$ cat src/verilog/dolm_defines.svh
`ifndef DOLM_DEFINES_SVH
`define DOLM_DEFINES_SVH

`define DOLM_NUM 8
`define DOLM_IDX_W 5
// Register indices on the plain port
`define DOLM_A_COND_INV 5'h00
`define DOLM_A_COND_SEL 5'h08
`define DOLM_A_FLAG_AND 5'h10
`define DOLM_A_OUT_FINV 5'h11
`define DOLM_A_OUT_FSEL 5'h12
`define DOLM_A_OUT_AND 5'h13
`define DOLM_A_OUT_INV 5'h14
`define DOLM_A_ALLOC 5'h15
`define DOLM_A_ST_AFTER 5'h16
`define DOLM_A_ST_BEFORE 5'h17
`define DOLM_A_CTRL 5'h18
`define DOLM_BANK_MASK 5'h18
`define DOLM_ALLOC_RST 8'hE4
`define DOLM_ZERO8 8'h00
`define DOLM_EVAL_DIV_DEF 8'h01

`endif

$ cat src/verilog/dolm_pkg.sv
`default_nettype none
package dolm_pkg;
  typedef struct packed {
    logic [4:0] addr;
    logic [7:0] wdata;
    logic wr;
    logic rd;
  } dolm_bus_t;

  typedef struct packed {
    logic internal_out_d;
    logic internal_out_c;
    logic internal_out_b;
    logic internal_out_a;
    logic relay_out_b;
    logic relay_out_a;
    logic transistor_out_b;
    logic transistor_out_a;
  } dolm_term_t;
endpackage
`default_nettype wire

$ cat src/verilog/dolm_matrix.sv
// Notes on behaviour
// [RL1] Each flag has its own mask choosing any subset of eight conditions.
// [RL2] Per-flag inversion mask negates conditions before selection for that flag.
// [RL3] Default flag combine is OR of selected conditions.
// [RL4] Flag AND-mode bit set: flag needs every selected condition.
// [RL5] Per-output mask inverts individual flags before second-stage selection.
// [RL6] Each output has a mask choosing any subset of eight flags.
// [RL7] Default output combine is OR of selected flags.
// [RL8] Output AND-mode bit set: output needs all selected flags.
// [RL9] Output inversion register inverts each output after combination.
// [RL10] Readable status of eight outputs before terminal allocation.
// [RL11] Post-allocation status: transistors bits 0-1, relays 2-3, internals 4-7.
// [RL12] Allocation: four 2-bit fields pick which of four signals drives each terminal.
// [RL13] Default allocation is one-to-one, value E4 hex.
// [RL14] All stages update together once per evaluation cycle from one snapshot.
//
// Chosen here: the address map and the plain strobed port.
`timescale 1ns/1ps
`default_nettype none
`include "dolm_defines.svh"
module dolm_matrix
  import dolm_pkg::*;
#(
  parameter int N = `DOLM_NUM
) (
  input wire logic clk,
  input wire logic rst,
  input wire logic [4:0] reg_addr,
  input wire logic [7:0] reg_wdata,
  input wire logic reg_wr,
  input wire logic reg_rd,
  output logic [7:0] reg_rdata,
  input wire logic [N-1:0] switching_condition_sources,
  output dolm_term_t terminals,
  output logic eval_tick
);
  dolm_bus_t bus;
  assign bus = '{addr: reg_addr, wdata: reg_wdata, wr: reg_wr, rd: reg_rd};

  logic [7:0] cond_inv_ff [N];
  logic [7:0] cond_sel_ff [N];
  logic [7:0] out_finv_ff [N];
  logic [7:0] out_fsel_ff [N];
  logic [7:0] flag_and_ff, out_and_ff, out_inv_ff, alloc_ff, div_ff;
  logic [7:0] div_cnt_ff;
  logic [N-1:0] snap_ff, before_ff;
  dolm_term_t term_ff;
  logic [7:0] rdata_ff;

  wire [2:0] bank_idx = bus.addr[2:0];
  wire [4:0] bank_base = bus.addr & `DOLM_BANK_MASK;

  logic [2:0] ptr_ff;

  // One named write strobe per register or bank
  wire wr_cond_inv = bus.wr && (bank_base == `DOLM_A_COND_INV);
  wire wr_cond_sel = bus.wr && (bank_base == `DOLM_A_COND_SEL);
  wire wr_flag_and = bus.wr && (bus.addr == `DOLM_A_FLAG_AND);
  wire wr_out_finv = bus.wr && (bus.addr == `DOLM_A_OUT_FINV);
  wire wr_out_fsel = bus.wr && (bus.addr == `DOLM_A_OUT_FSEL);
  wire wr_out_and = bus.wr && (bus.addr == `DOLM_A_OUT_AND);
  wire wr_out_inv = bus.wr && (bus.addr == `DOLM_A_OUT_INV);
  wire wr_alloc = bus.wr && (bus.addr == `DOLM_A_ALLOC);
  wire wr_ptr = bus.wr && (bus.addr == `DOLM_A_ST_BEFORE);
  wire wr_ctrl = bus.wr && (bus.addr == `DOLM_A_CTRL);

  // First-stage banks, indexed by flag number
  always_ff @(posedge clk or posedge rst) begin
    if (rst) begin
      for (int i = 0; i < N; i++) begin
        cond_inv_ff[i] <= `DOLM_ZERO8;
        cond_sel_ff[i] <= `DOLM_ZERO8;
      end
    end else begin
      if (wr_cond_inv) cond_inv_ff[bank_idx] <= bus.wdata; // [RL2]
      if (wr_cond_sel) cond_sel_ff[bank_idx] <= bus.wdata; // [RL1]
    end
  end

  // Second-stage banks sit behind a pointer to keep the index map within 5 bits
  always_ff @(posedge clk or posedge rst) begin
    if (rst) begin
      for (int i = 0; i < N; i++) begin
        out_finv_ff[i] <= `DOLM_ZERO8;
        out_fsel_ff[i] <= `DOLM_ZERO8;
      end
    end else begin
      if (wr_out_finv) out_finv_ff[ptr_ff] <= bus.wdata; // [RL5]
      if (wr_out_fsel) out_fsel_ff[ptr_ff] <= bus.wdata; // [RL6]
    end
  end

  // Select write advances the pointer so all outputs load in one burst
  always_ff @(posedge clk or posedge rst) begin
    if (rst) begin
      ptr_ff <= 3'h0;
    end else if (wr_ptr) begin
      ptr_ff <= bus.wdata[2:0];
    end else if (wr_out_fsel) begin
      ptr_ff <= ptr_ff + 3'h1;
    end
  end

  // Single-word controls of both stages
  always_ff @(posedge clk or posedge rst) begin
    if (rst) begin
      flag_and_ff <= `DOLM_ZERO8;
      out_and_ff <= `DOLM_ZERO8;
      out_inv_ff <= `DOLM_ZERO8;
    end else begin
      if (wr_flag_and) flag_and_ff <= bus.wdata; // [RL4]
      if (wr_out_and) out_and_ff <= bus.wdata; // [RL8]
      if (wr_out_inv) out_inv_ff <= bus.wdata; // [RL9]
    end
  end

  always_ff @(posedge clk or posedge rst) begin
    if (rst) begin
      alloc_ff <= `DOLM_ALLOC_RST; // [RL13]
      div_ff <= `DOLM_EVAL_DIV_DEF;
    end else begin
      if (wr_alloc) alloc_ff <= bus.wdata; // [RL12]
      if (wr_ctrl) div_ff <= bus.wdata;
    end
  end

  // Evaluation tick divider
  always_ff @(posedge clk or posedge rst) begin
    if (rst) begin
      div_cnt_ff <= `DOLM_ZERO8;
    end else if (eval_tick) begin
      div_cnt_ff <= `DOLM_ZERO8;
    end else begin
      div_cnt_ff <= div_cnt_ff + 8'h01;
    end
  end
  assign eval_tick = (div_cnt_ff + 8'h01) >= div_ff;

  // Stage one and stage two
  logic [N-1:0] flags;
  logic [N-1:0] outs_pre;
  genvar g;
  generate
    for (g = 0; g < N; g++) begin : g_stage
      dolm_combine #(.N(N)) u_flag (
        .in_vec(snap_ff),
        .inv_mask(cond_inv_ff[g]), // [RL2]
        .sel_mask(cond_sel_ff[g]), // [RL1]
        .and_mode(flag_and_ff[g]), // [RL3] [RL4]
        .result(flags[g])
      );
      dolm_combine #(.N(N)) u_out (
        .in_vec(flags),
        .inv_mask(out_finv_ff[g]), // [RL5]
        .sel_mask(out_fsel_ff[g]), // [RL6]
        .and_mode(out_and_ff[g]), // [RL7] [RL8]
        .result(outs_pre[g])
      );
    end
  endgenerate

  wire [N-1:0] outs = outs_pre ^ out_inv_ff; // [RL9]

  // Allocation of the four physical signals onto terminals
  wire [3:0] phys = outs[3:0];
  wire [3:0] alloc_vec;
  generate
    for (g = 0; g < 4; g++) begin : g_alloc
      assign alloc_vec[g] = phys[alloc_ff[2*g +: 2]]; // [RL12]
    end
  endgenerate

  // Snapshot taken on tick, results latched on the next tick: one consistent image
  always_ff @(posedge clk or posedge rst) begin
    if (rst) begin
      snap_ff <= '0;
      before_ff <= '0;
      term_ff <= '0;
    end else if (eval_tick) begin
      snap_ff <= switching_condition_sources;
      before_ff <= outs; // [RL14] [RL10]
      term_ff <= {outs[7:4], alloc_vec}; // [RL14] [RL11]
    end
  end
  assign terminals = term_ff;

  // Read mux
  logic [7:0] rmux;
  always_comb begin
    rmux = `DOLM_ZERO8;
    if (bank_base == `DOLM_A_COND_INV) rmux = cond_inv_ff[bank_idx];
    else if (bank_base == `DOLM_A_COND_SEL) rmux = cond_sel_ff[bank_idx];
    else begin
      case (bus.addr)
        `DOLM_A_FLAG_AND: rmux = flag_and_ff;
        `DOLM_A_OUT_FINV: rmux = out_finv_ff[ptr_ff];
        `DOLM_A_OUT_FSEL: rmux = out_fsel_ff[ptr_ff];
        `DOLM_A_OUT_AND: rmux = out_and_ff;
        `DOLM_A_OUT_INV: rmux = out_inv_ff;
        `DOLM_A_ALLOC: rmux = alloc_ff;
        `DOLM_A_ST_AFTER: rmux = term_ff; // [RL11]
        `DOLM_A_ST_BEFORE: rmux = before_ff; // [RL10]
        `DOLM_A_CTRL: rmux = div_ff;
        default: rmux = `DOLM_ZERO8;
      endcase
    end
  end
  always_ff @(posedge clk or posedge rst) begin
    if (rst) rdata_ff <= `DOLM_ZERO8;
    else if (bus.rd) rdata_ff <= rmux;
    else rdata_ff <= `DOLM_ZERO8;
  end
  assign reg_rdata = rdata_ff;

  // Assertions
  status_match_a: assert property (@(posedge clk) disable iff (rst) // [RL11]
    $past(eval_tick) |-> terminals[7:4] == $past(outs[7:4]))
    else $error("internal outputs differ from pre-allocation status");
  alloc_route_a: assert property (@(posedge clk) disable iff (rst) // [RL12]
    $past(eval_tick) |-> terminals[0] == before_ff[$past(alloc_ff[1:0])])
    else $error("first transistor terminal misrouted");
  hold_between_a: assert property (@(posedge clk) disable iff (rst) // [RL14]
    !$past(eval_tick) |-> $stable(before_ff))
    else $error("status changed without evaluation tick");
  inv_apply_a: assert property (@(posedge clk) disable iff (rst) // [RL9]
    (!out_and_ff[0] && out_fsel_ff[0] == `DOLM_ZERO8) |-> outs[0] == out_inv_ff[0])
    else $error("output inversion not applied");
  rd_late_a: assert property (@(posedge clk) disable iff (rst) // [RL10]
    (bus.rd && bus.addr == `DOLM_A_ST_BEFORE) |=> reg_rdata == $past(before_ff))
    else $error("pre-allocation status read wrong");
  and_empty_a: assert property (@(posedge clk) disable iff (rst) // [RL8]
    (out_and_ff[0] && out_fsel_ff[0] == `DOLM_ZERO8) |-> outs_pre[0])
    else $error("empty AND selection must be true");
  or_empty_a: assert property (@(posedge clk) disable iff (rst) // [RL3]
    (!flag_and_ff[0] && cond_sel_ff[0] == `DOLM_ZERO8) |-> !flags[0])
    else $error("empty OR selection must be false");
  or_any_a: assert property (@(posedge clk) disable iff (rst) // [RL7]
    (!out_and_ff[1] && |(out_fsel_ff[1] & (flags ^ out_finv_ff[1]))) |-> outs_pre[1])
    else $error("OR output missed a selected flag");

  // Allocation and status
  route_term1_a: assert property (@(posedge clk) disable iff (rst) // [RL12]
    $past(eval_tick) |-> terminals[1] == before_ff[$past(alloc_ff[3:2])])
    else $error("second transistor terminal misrouted");
  route_term2_a: assert property (@(posedge clk) disable iff (rst) // [RL12]
    $past(eval_tick) |-> terminals[2] == before_ff[$past(alloc_ff[5:4])])
    else $error("first relay terminal misrouted");
  route_term3_a: assert property (@(posedge clk) disable iff (rst) // [RL12]
    $past(eval_tick) |-> terminals[3] == before_ff[$past(alloc_ff[7:6])])
    else $error("second relay terminal misrouted");
  before_take_a: assert property (@(posedge clk) disable iff (rst) // [RL10]
    eval_tick |=> before_ff == $past(outs))
    else $error("pre-allocation status not latched on tick");

  // Evaluation cycle
  snap_take_a: assert property (@(posedge clk) disable iff (rst) // [RL14]
    eval_tick |=> snap_ff == $past(switching_condition_sources))
    else $error("condition snapshot not taken on tick");
  term_hold_a: assert property (@(posedge clk) disable iff (rst) // [RL14]
    !$past(eval_tick) |-> $stable(term_ff))
    else $error("terminals changed without evaluation tick");
  tick_every_a: assert property (@(posedge clk) disable iff (rst) // [RL14]
    (div_ff <= 8'h01) |-> eval_tick)
    else $error("divider of one must tick every cycle");
  tick_gap_a: assert property (@(posedge clk) disable iff (rst) // [RL14]
    (eval_tick && !wr_ctrl && div_ff > 8'h01) |=> !eval_tick)
    else $error("ticks too close for divider");

  // First stage
  flag_or_any_a: assert property (@(posedge clk) disable iff (rst) // [RL3]
    (!flag_and_ff[1] && |(cond_sel_ff[1] & (snap_ff ^ cond_inv_ff[1]))) |-> flags[1])
    else $error("OR flag missed a selected condition");
  flag_and_miss_a: assert property (@(posedge clk) disable iff (rst) // [RL4]
    (flag_and_ff[2] && |(cond_sel_ff[2] & ~(snap_ff ^ cond_inv_ff[2]))) |-> !flags[2])
    else $error("AND flag set with a condition missing");
  flag_and_all_a: assert property (@(posedge clk) disable iff (rst) // [RL4]
    (flag_and_ff[3] && (cond_sel_ff[3] & ~(snap_ff ^ cond_inv_ff[3])) == `DOLM_ZERO8)
      |-> flags[3])
    else $error("AND flag clear with all conditions met");
  flag_inv_a: assert property (@(posedge clk) disable iff (rst) // [RL2]
    (!flag_and_ff[0] && cond_sel_ff[0] != `DOLM_ZERO8 && cond_inv_ff[0] == cond_sel_ff[0]
      && (snap_ff & cond_sel_ff[0]) == `DOLM_ZERO8) |-> flags[0])
    else $error("inverted condition not honoured");
  flag_sel_none_a: assert property (@(posedge clk) disable iff (rst) // [RL1]
    (!flag_and_ff[4] && (cond_sel_ff[4] & (snap_ff ^ cond_inv_ff[4])) == `DOLM_ZERO8)
      |-> !flags[4])
    else $error("unselected condition set a flag");

  // Second stage
  out_and_miss_a: assert property (@(posedge clk) disable iff (rst) // [RL8]
    (out_and_ff[2] && |(out_fsel_ff[2] & ~(flags ^ out_finv_ff[2]))) |-> !outs_pre[2])
    else $error("AND output set with a flag missing");
  out_and_all_a: assert property (@(posedge clk) disable iff (rst) // [RL8]
    (out_and_ff[4] && (out_fsel_ff[4] & ~(flags ^ out_finv_ff[4])) == `DOLM_ZERO8)
      |-> outs_pre[4])
    else $error("AND output clear with all flags set");
  out_or_none_a: assert property (@(posedge clk) disable iff (rst) // [RL7]
    (!out_and_ff[3] && (out_fsel_ff[3] & (flags ^ out_finv_ff[3])) == `DOLM_ZERO8)
      |-> !outs_pre[3])
    else $error("OR output set with no selected flag");
  out_finv_a: assert property (@(posedge clk) disable iff (rst) // [RL5]
    (!out_and_ff[5] && out_fsel_ff[5] != `DOLM_ZERO8 && out_finv_ff[5] == out_fsel_ff[5]
      && (flags & out_fsel_ff[5]) == `DOLM_ZERO8) |-> outs_pre[5])
    else $error("inverted flag not honoured");

  // Register port
  rd_after_a: assert property (@(posedge clk) disable iff (rst) // [RL11]
    (bus.rd && bus.addr == `DOLM_A_ST_AFTER) |=> reg_rdata == $past(term_ff))
    else $error("post-allocation status read wrong");
  rd_idle_a: assert property (@(posedge clk) disable iff (rst) // [RL10]
    !bus.rd |=> reg_rdata == `DOLM_ZERO8)
    else $error("read data present without read strobe");
  ptr_step_a: assert property (@(posedge clk) disable iff (rst) // [RL6]
    wr_out_fsel |=> ptr_ff == $past(ptr_ff) + 3'h1)
    else $error("output pointer did not advance");
endmodule // dolm_matrix
`default_nettype wire

$ cat src/verilog/dolm_combine.sv
`timescale 1ns/1ps
`default_nettype none
module dolm_combine #(
  parameter int N = 8
) (
  input wire logic [N-1:0] in_vec,
  input wire logic [N-1:0] inv_mask,
  input wire logic [N-1:0] sel_mask,
  input wire logic and_mode,
  output logic result
);
  wire [N-1:0] adj = in_vec ^ inv_mask;
  // Empty selection: OR gives 0, AND gives 1 (vacuous)
  wire or_res = |(adj & sel_mask);
  wire and_res = &(adj | ~sel_mask);
  assign result = and_mode ? and_res : or_res;
endmodule // dolm_combine
`default_nettype wire

$ cat config.mk
export PLATFORM = sky130hd
export DESIGN_NAME = dolm_matrix
export DESIGN_NICKNAME = d
export VERILOG_FILES = /design/src/verilog/dolm_pkg.sv /design/src/verilog/dolm_matrix.sv /design/src/verilog/dolm_combine.sv
export VERILOG_INCLUDE_DIRS = /design/src /design/src/verilog
export SDC_FILE = /design/constraint.sdc
export NUM_CORES = 1
export LEC_CHECK = 0
export ABC_AREA = 1
export ABC_CLOCK_PERIOD_IN_PS = 11800
export BUFFER_PORTS_ARGS = -buffer_cell sky130_fd_sc_hd__buf_2
export CAP_MARGIN = 20
export CELL_PAD_IN_SITES_DETAIL_PLACEMENT = 1
export CELL_PAD_IN_SITES_GLOBAL_PLACEMENT = 2
export CORE_MARGIN = 4
export CORE_UTILIZATION = 35
export DETAILED_ROUTE_END_ITERATION = 7
export GPL_ROUTABILITY_DRIVEN = 0
export PLACE_DENSITY = 0.86
export SETUP_SLACK_MARGIN = 0.1
export SKIP_CTS_REPAIR_TIMING = 1
export SYNTH_ARGS = -nofsm -noshare
export SYNTH_HDL_FRONTEND = slang
export SYNTH_HIERARCHICAL = 1
export SYNTH_SLANG_ARGS = --single-unit
$ cat constraint.sdc
create_clock -name clk -period 11.8 [get_ports clk]
set_clock_uncertainty 0.05 [all_clocks]
set_input_delay 0 -clock clk [delete_from_list [all_inputs] [get_ports clk]]
set_output_delay 0 -clock clk [all_outputs]
set_load 0.02 [all_outputs]
==> key figures, run 1 <==
Timing
  – WHS: 0.01907 ns
  – Max Fclk: 0.2405 GHz
  – Minimum clock period: 4.158 ns
  – Worst Tran Pin Value: 1.103 ns
  – Endpoints failing hold: 0
  – Max-slew headroom: 26.32%
  – Final period util: 35.23%
  – RSZ-0062 raised after global routing: false
  – Final WS setup: 7.642 ns
  – Max-slew violation count: 0
  – Sum Neg Setup Slack: 0 ns
  – Setup-failing EPs final: 0

Worst setup path
  – Reg2reg setup slack: 7.64 ns
  – CP peak stage delay: 0.90 ns
  – Worst Path Buf+Inv: 1
  – Worst EP arrival: 4.60 ns
  – Crit path cell chain: inv_1 -> nand2_1 -> nand2_1 -> nand2_1 -> nand2_1 -> nor2_1 -> nand3_1 -> nand2_1 -> nand2_1 -> nand3_1 -> nand2_1 -> nor2_1 -> nand2_1 -> nand2_1 -> nand2_1 -> or2_2 -> and2_1 -> o21ai_0 -> a21oi_1 -> nor2_1 -> nand2_1 -> nand2_1
  – Crit-path leading delay family: simple AND/OR/NAND/NOR gates
  – Crit Path Max Fanout: 17
  – Crit Path Class: reg2reg
  – Crit end category: flip-flop
  – CP required: 12.25 ns
  – R2r startpoint: snap_ff[4]$_DFFE_PP0P_
  – Cell repeated most along the worst path: nand2_1
  – Reg2reg path depth: 22
  – R2r endpoint: terminals[2]$_DFFE_PP0P_
  – Startpoint types: flip-flop
  – CP max stage cell: dfrtp_1

Power and ir drop
  – Psw: 2.058 mW
  – Pwr dens: 207.7 nW/um^2
  – Register share of total power: 35.3%
  – Clk pwr share: 29.0%
  – Leak: 12.10 nW
  – Switching portion of total power: 43.15%
  – Combinational share of power: 35.7%
  – Max VDD drop: 0.0001396 V
  – P_int: 2.711 mW

Finish
  – Nets: 3251
  – ANT cells: 0
  – Share of layout cells above drive strength 1: 6.337%
  – Area delta synth->final: 11.70%

Synth
  – Seq/Total Area, Yosys: 40.81%
  – Number of synthesized flops with an enable pin: 0
  – Synth top area cells: dfrtp_1 (40%), nand2_1 (25%), inv_1 (7.0%)
  – #FFs+latches synth: 335
  – Netlist cell types: 38
  – Post-synth top area cell: dfrtp_1
  – Yosys warns: 6
  – Post-Syn Instances: 3221
  – Syn Area/Cell: 6.381 sq um
  – Main flop type after synthesis: dfrtp_1
  – Syn Nets: 3256
  – Top-area cell type share of the netlist area: 40.18%
  – Count leader, synth: nand2_1
  – Cell Area, Synth: 20550 sq um
  – Async S/R FF share, synth: 100.0%
  – Synth cell count leaders: nand2_1 (1363), inv_1 (383), dfrtp_1 (330)

Min path
  – Hold Crit Class: in2reg
  – Hold-critical path depth: 3
  – Hold Path Origin: reg_wr
  – WHS Endpoint: ptr_ff[2]$_DFFE_PP0P_

Die
  – Die Span Y: 250.3 um
  – Starting Density: 35.49%
  – Ports: 42
  – Std cell rows: 88
  – Die width: 250.3 um
  – Die area: 62670 sq um
  – Core area: 57920 sq um

GRT
  – Vias in the first global route: 21330
  – Antenna violations before repair: 1
  – Largest net degree at the start of global routing: 146
  – GRT Util Overall: 24.55%
  – Global-route wire length before repair: 122200 um
  – GRT Residual Overflow: 0

Routing
  – DR WL/cell: 19.50 um
  – Initial DRC Count: 1395
  – Vias/cell: 5.179
  – Detailed Routing Iterations Pass 1: 5
  – DRC Markers: 0
  – Final ANT Viol Nets: 0
  – Via Count: 20800
  – Routed wire length: 78330 um

Flow run
  – Number of max-cap violations: 0

Clock tree
  – Clk_lat worst skew: 0.59 ns
  – CTS tree: yes
  – Clock transition at the registers of the reported paths: 0.06 ns
  – CTS root buf: clkbuf_16
  – Num CTS Buffers: 43
  – CTS max path bufs: 3
  – H-tree depth: 2
  – Clock sinks: 335

Placed design
  – Port bufs: 41
  – Post-DP HPWL: 54540 um
  – Setup WS pre-CTS: 7.669 ns

Status
  – Outcome: completed
==> per-layer routing <==
layer	up-vias	part of all wire, %	global-route usage, %
li1	9950	-	-
met4	0	4.0	9.272
met5	-	0	0
met1	10250	44	32.03
met2	434	48	42.02
met3	159	4.0	2.772
==> tightest hold or removal path, stage by stage <==
cell and delay (ns):
buf_2 0.22, nand2_2 0.21, o221ai_1 0.12
==> area by class of cell <==
type	count	area, sq um
clock buffers	66	1284
clock inverters	14	188.9
fillers	7607	34960
inverters	394	1490
multi-input cells	2369	10160
flip-flops and latches	335	8391
well taps	765	957.2
repair buffers	73	493.0
==> placed cells by master, fill, tap and decap left out, drive strengths merged <==
cell type    count
dlygate4sd3     11
or2             11
o21ai          306
o21a             1
and3             1
o211ai           6
nor3            19
xor2             9
a21oi           22
dfstp            5
bufinv           4
nand4           42
a21boi          16
inv            391
nand3b           2
buf             62
o31ai            1
and2             3
clkbuf          66
clkinv          13
dfrtp          330
nor2           299
nand2         1401
nor4             1
o22ai           11
nand3          203
xnor2            3
ha              10
o221ai           2
==> stage by stage <==
step	util, %	instances	power (mW)	area [sq um]
finish	39.64	4016	4.769	22960
global placement	36.88	3924	3.278	21360
CTS	39.43	4004	4.788	22830
detailed placement	36.88	3924	3.374	21360
global route	39.64	4016	5.118	22960
floorplan	-	3221	2.748	20550
==> worst max-delay path by stage <==
stage                            start                  endpoint  slack (ns)  cells past startpoint
3_5_place_dp    snap_ff[4]$_DFFE_PP0P_  terminals[1]$_DFFE_PP0P_        7.67                     22
2_1_floorplan                      rst   alloc_ff[0]$_DFFE_PP0P_        2.48                      1
6_report        snap_ff[4]$_DFFE_PP0P_  terminals[2]$_DFFE_PP0P_        7.64                     22
3_3_place_gp    snap_ff[1]$_DFFE_PP0P_  terminals[1]$_DFFE_PP0P_        7.78                     22
4_1_cts        div_cnt_ff[0]$_DFF_PP0_                 eval_tick        7.31                     10
5_1_grt         snap_ff[7]$_DFFE_PP0P_  terminals[2]$_DFFE_PP0P_        7.30                     22
==> power by group through the flow <==
stage               registers [mW]  clock network, mW  logic, mW
CTS                           1.68               1.42       1.69
floorplan                     1.55                  0       1.19
detailed placement            1.69                  0       1.68
global route                  1.71               1.47       1.94
global placement              1.68                  0       1.60
finish                        1.68               1.38       1.70
==> flip-flops by register name, indices dropped and copies added, names as in the netlist <==
register and count:
cond_sel_ff 64, div_cnt_ff 8, terminals 4, div_ff 8, flag_and_ff 8, before_ff 8
reg_rdata 8, out_inv_ff 8, cond_inv_ff 64, out_fsel_ff 64, ptr_ff 3, out_finv_ff 64
snap_ff 8, out_and_ff 8, alloc_ff 8
==> cells by family after synthesis <==
family	after synthesis	synth area share [%]
fa+ha+maj	10	0.6087
xor+xnor	12	0.5114
compound gates	365	9.283
buf+inv	517	9.776
simple gates	1982	39.01
flops	335	40.81
Note: power is estimated with default switching activity, not from simulation.
==> inputs of run 2 (changes only) <==
--- a/config.mk
+++ b/config.mk
@@ -7,16 +7,16 @@
 export NUM_CORES = 1
 export LEC_CHECK = 0
 export ABC_AREA = 1
-export ABC_CLOCK_PERIOD_IN_PS = 11800
+export ABC_CLOCK_PERIOD_IN_PS = 3600
 export BUFFER_PORTS_ARGS = -buffer_cell sky130_fd_sc_hd__buf_2
 export CAP_MARGIN = 20
 export CELL_PAD_IN_SITES_DETAIL_PLACEMENT = 1
 export CELL_PAD_IN_SITES_GLOBAL_PLACEMENT = 2
 export CORE_MARGIN = 4
-export CORE_UTILIZATION = 35
+export CORE_UTILIZATION = 32
 export DETAILED_ROUTE_END_ITERATION = 7
 export GPL_ROUTABILITY_DRIVEN = 0
-export PLACE_DENSITY = 0.86
+export PLACE_DENSITY = 0.83
 export SETUP_SLACK_MARGIN = 0.1
 export SKIP_CTS_REPAIR_TIMING = 1
 export SYNTH_ARGS = -nofsm -noshare
==> constraint.sdc (replaced) <==
create_clock -name clk -period 3.6 [get_ports clk]
set_clock_uncertainty 0.05 [all_clocks]
set_input_delay 0 -clock clk [delete_from_list [all_inputs] [get_ports clk]]
set_output_delay 0 -clock clk [all_outputs]
set_load 0.02 [all_outputs]
==> run 2 against run 1 <==
The run now ends with negative hold slack left. Largest cell class unchanged. Power increased to 3.4 times the previous value. Clock-buffer cell count shrank 5. Highest routed layer unchanged. Largest power group unchanged. Worst hold slack lost 0.027 ns.
==> key figures, run 2 (synthesis results as in run 1) <==
Placed design
  – Port bufs: 41
  – Post-DP HPWL: 57840 um
  – Dpl cell area: 21720 sq um

Routing
  – Final ANT Viol Nets: 0
  – Routed wire length: 81630 um
  – DRC Markers: 0
  – Via Count: 20720
  – Vias/cell: 5.016
  – DR WL/cell: 19.76 um
  – Initial DRC Count: 1377
  – Detailed Routing Iterations Pass 1: 5

Timing
  – Setup-failing EPs final: 0
  – Endpoints failing hold: 1
  – Final period util: 89.17%
  – Max-slew headroom: 27.05%
  – Worst Tran Pin Value: 1.094 ns
  – RSZ-0062 raised after global routing: true
  – WHS: -0.007876 ns
  – Minimum clock period: 3.210 ns
  – Max Fclk: 0.3115 GHz
  – Max-slew violation count: 0

Finish
  – Commonest non-fill, non-tap cell in the layout: nand2_1
  – Nets: 3286
  – ANT cells: 0
  – Share of layout cells above drive strength 1: 7.428%
  – Final Cell Area: 23410 sq um
  – Final core utilization: 36.98%
  – Area delta synth->final: 13.90%
  – Commonest cells after routing, fill and taps aside: nand2_1 (1361), inv_1 (375), dfrtp_1 (329), nor2_1 (290), o21ai_0 (279)

Clock tree
  – CTS root buf: clkbuf_16
  – Clock transition at the registers of the reported paths: 0.06 ns
  – Clock sinks: 335
  – Num CTS Buffers: 43
  – CTS tree: yes
  – H-tree depth: 2
  – CTS max path bufs: 3
  – Clk_lat worst skew: 0.58 ns

Flow run
  – Number of max-cap violations: 0

Worst setup path
  – Crit Path Class: reg2reg
  – Worst EP arrival: 3.62 ns
  – Crit Path Max Fanout: 14
  – Reg2reg setup slack: 0.39 ns
  – Crit end category: flip-flop
  – CP required: 4.01 ns
  – Startpoint types: flip-flop

Power and ir drop
  – Leak: 12.28 nW
  – Pwr dens: 685.3 nW/um^2
  – Max VDD drop: 0.0003650 V

Die
  – Die Span Y: 261.4 um
  – Ports: 42
  – Die area: 68350 sq um
  – Std cell rows: 92
  – Core area: 63310 sq um
  – Starting Density: 32.47%
  – Die width: 261.4 um

GRT
  – GRT Residual Overflow: 0
  – Largest net degree at the start of global routing: 136
  – Global-route wire length before repair: 124900 um
  – GRT Util Overall: 23.70%
  – Vias in the first global route: 21340
  – Antenna violations before repair: 0

Min path
  – Hold Crit Class: in2reg

Status
  – Failing checks: negative hold slack
  – Outcome: finished, violations left
run 2: cell count changes in the layout (fill, tap and decap cells not counted), moves of 3 or more:
cell,delta
buf_12,+3
buf_4,+26
buf_6,+3
clkbuf_1,-4
clkinv_1,+4
clkinv_2,+3
clkinvlp_4,+3
dlygate4sd3_1,+3
inv_1,-5
run 2: worst max-delay path: stages, from the launching register on:
cell and delay, ns:
dfrtp_1 0.40, buf_4 0.28, inv_1 0.07, nand2_1 0.10, a21boi_0 0.10, nor2_1 0.11
nand3_1 0.09, nand2_1 0.31, buf_4 0.29, nand2_1 0.10, nand3_1 0.10, nand2_1 0.06
nor2_1 0.11, nand2_1 0.06, nand2_1 0.06, nand2_1 0.12, xnor2_1 0.16, inv_1 0.13
o211ai_1 0.18, nand2_1 0.07, nand2_1 0.06, nand2_1 0.05
run 2: layout make-up:
cell class | count | area, sq um
fillers | 8278 | 39900
well taps | 846 | 1059
multi-input cells | 2369 | 10160
clock buffers | 61 | 1266
clock inverters | 18 | 224.0
inverters | 394 | 1486
flip-flops and latches | 335 | 8391
repair buffers | 108 | 824.5
run 2: per-stage QoR:
| step | setup TNS (ns) | cells | power (mW) | setup slack, ns | hold WS, ns |
|---|---|---|---|---|---|
| finish | 0 | 4131 | 16.04 | 0.3901 | -0.007876 |
| detailed placement | 0 | 4035 | 11.41 | 0.3206 | -0.05454 |
| floorplan | -304.43 | 3221 | 9.010 | -0.9225 | 0.05962 |
| CTS | 0 | 4114 | 16.11 | 0.2992 | -0.6650 |
| global route | 0 | 4131 | 17.22 | 0.06028 | 0.001003 |
| global placement | 0 | 4035 | 11.11 | 0.3785 | -0.05250 |
run 2: metal layers:
layer	up-vias	global-route usage (%)	wire length, um
met1	10170	30.21	35570
li1	10010	-	-
met2	393	40.86	39260
met3	149	3.443	3778
met4	0	8.854	3015
met5	-	0	0
run 2: worst paths after layout:
| kind | to | cells past startpoint | startpoint |
|---|---|---|---|
| min | ptr_ff[2]$_DFFE_PP0P_ | 3 | reg_wr |
| min in group asynchronous | cond_sel_ff[3]$_DFFE_PP0P_ | 4 | rst |
| max in group asynchronous | out_fsel_ff[4]$_DFFE_PP0P_ | 5 | rst |
| max reg2reg | terminals[0]$_DFFE_PP0P_ | 21 | snap_ff[5]$_DFFE_PP0P_ |
| max | terminals[0]$_DFFE_PP0P_ | 21 | snap_ff[5]$_DFFE_PP0P_ |
| min reg2reg | div_cnt_ff[0]$_DFF_PP0_ | 1 | div_cnt_ff[0]$_DFF_PP0_ |
run 2: power by group:
group	internal (mW)	switching [mW]
Clock	2.81	1.82
Sequential	4.43	0.773
Combinational	1.94	4.27
Total	9.18	6.87
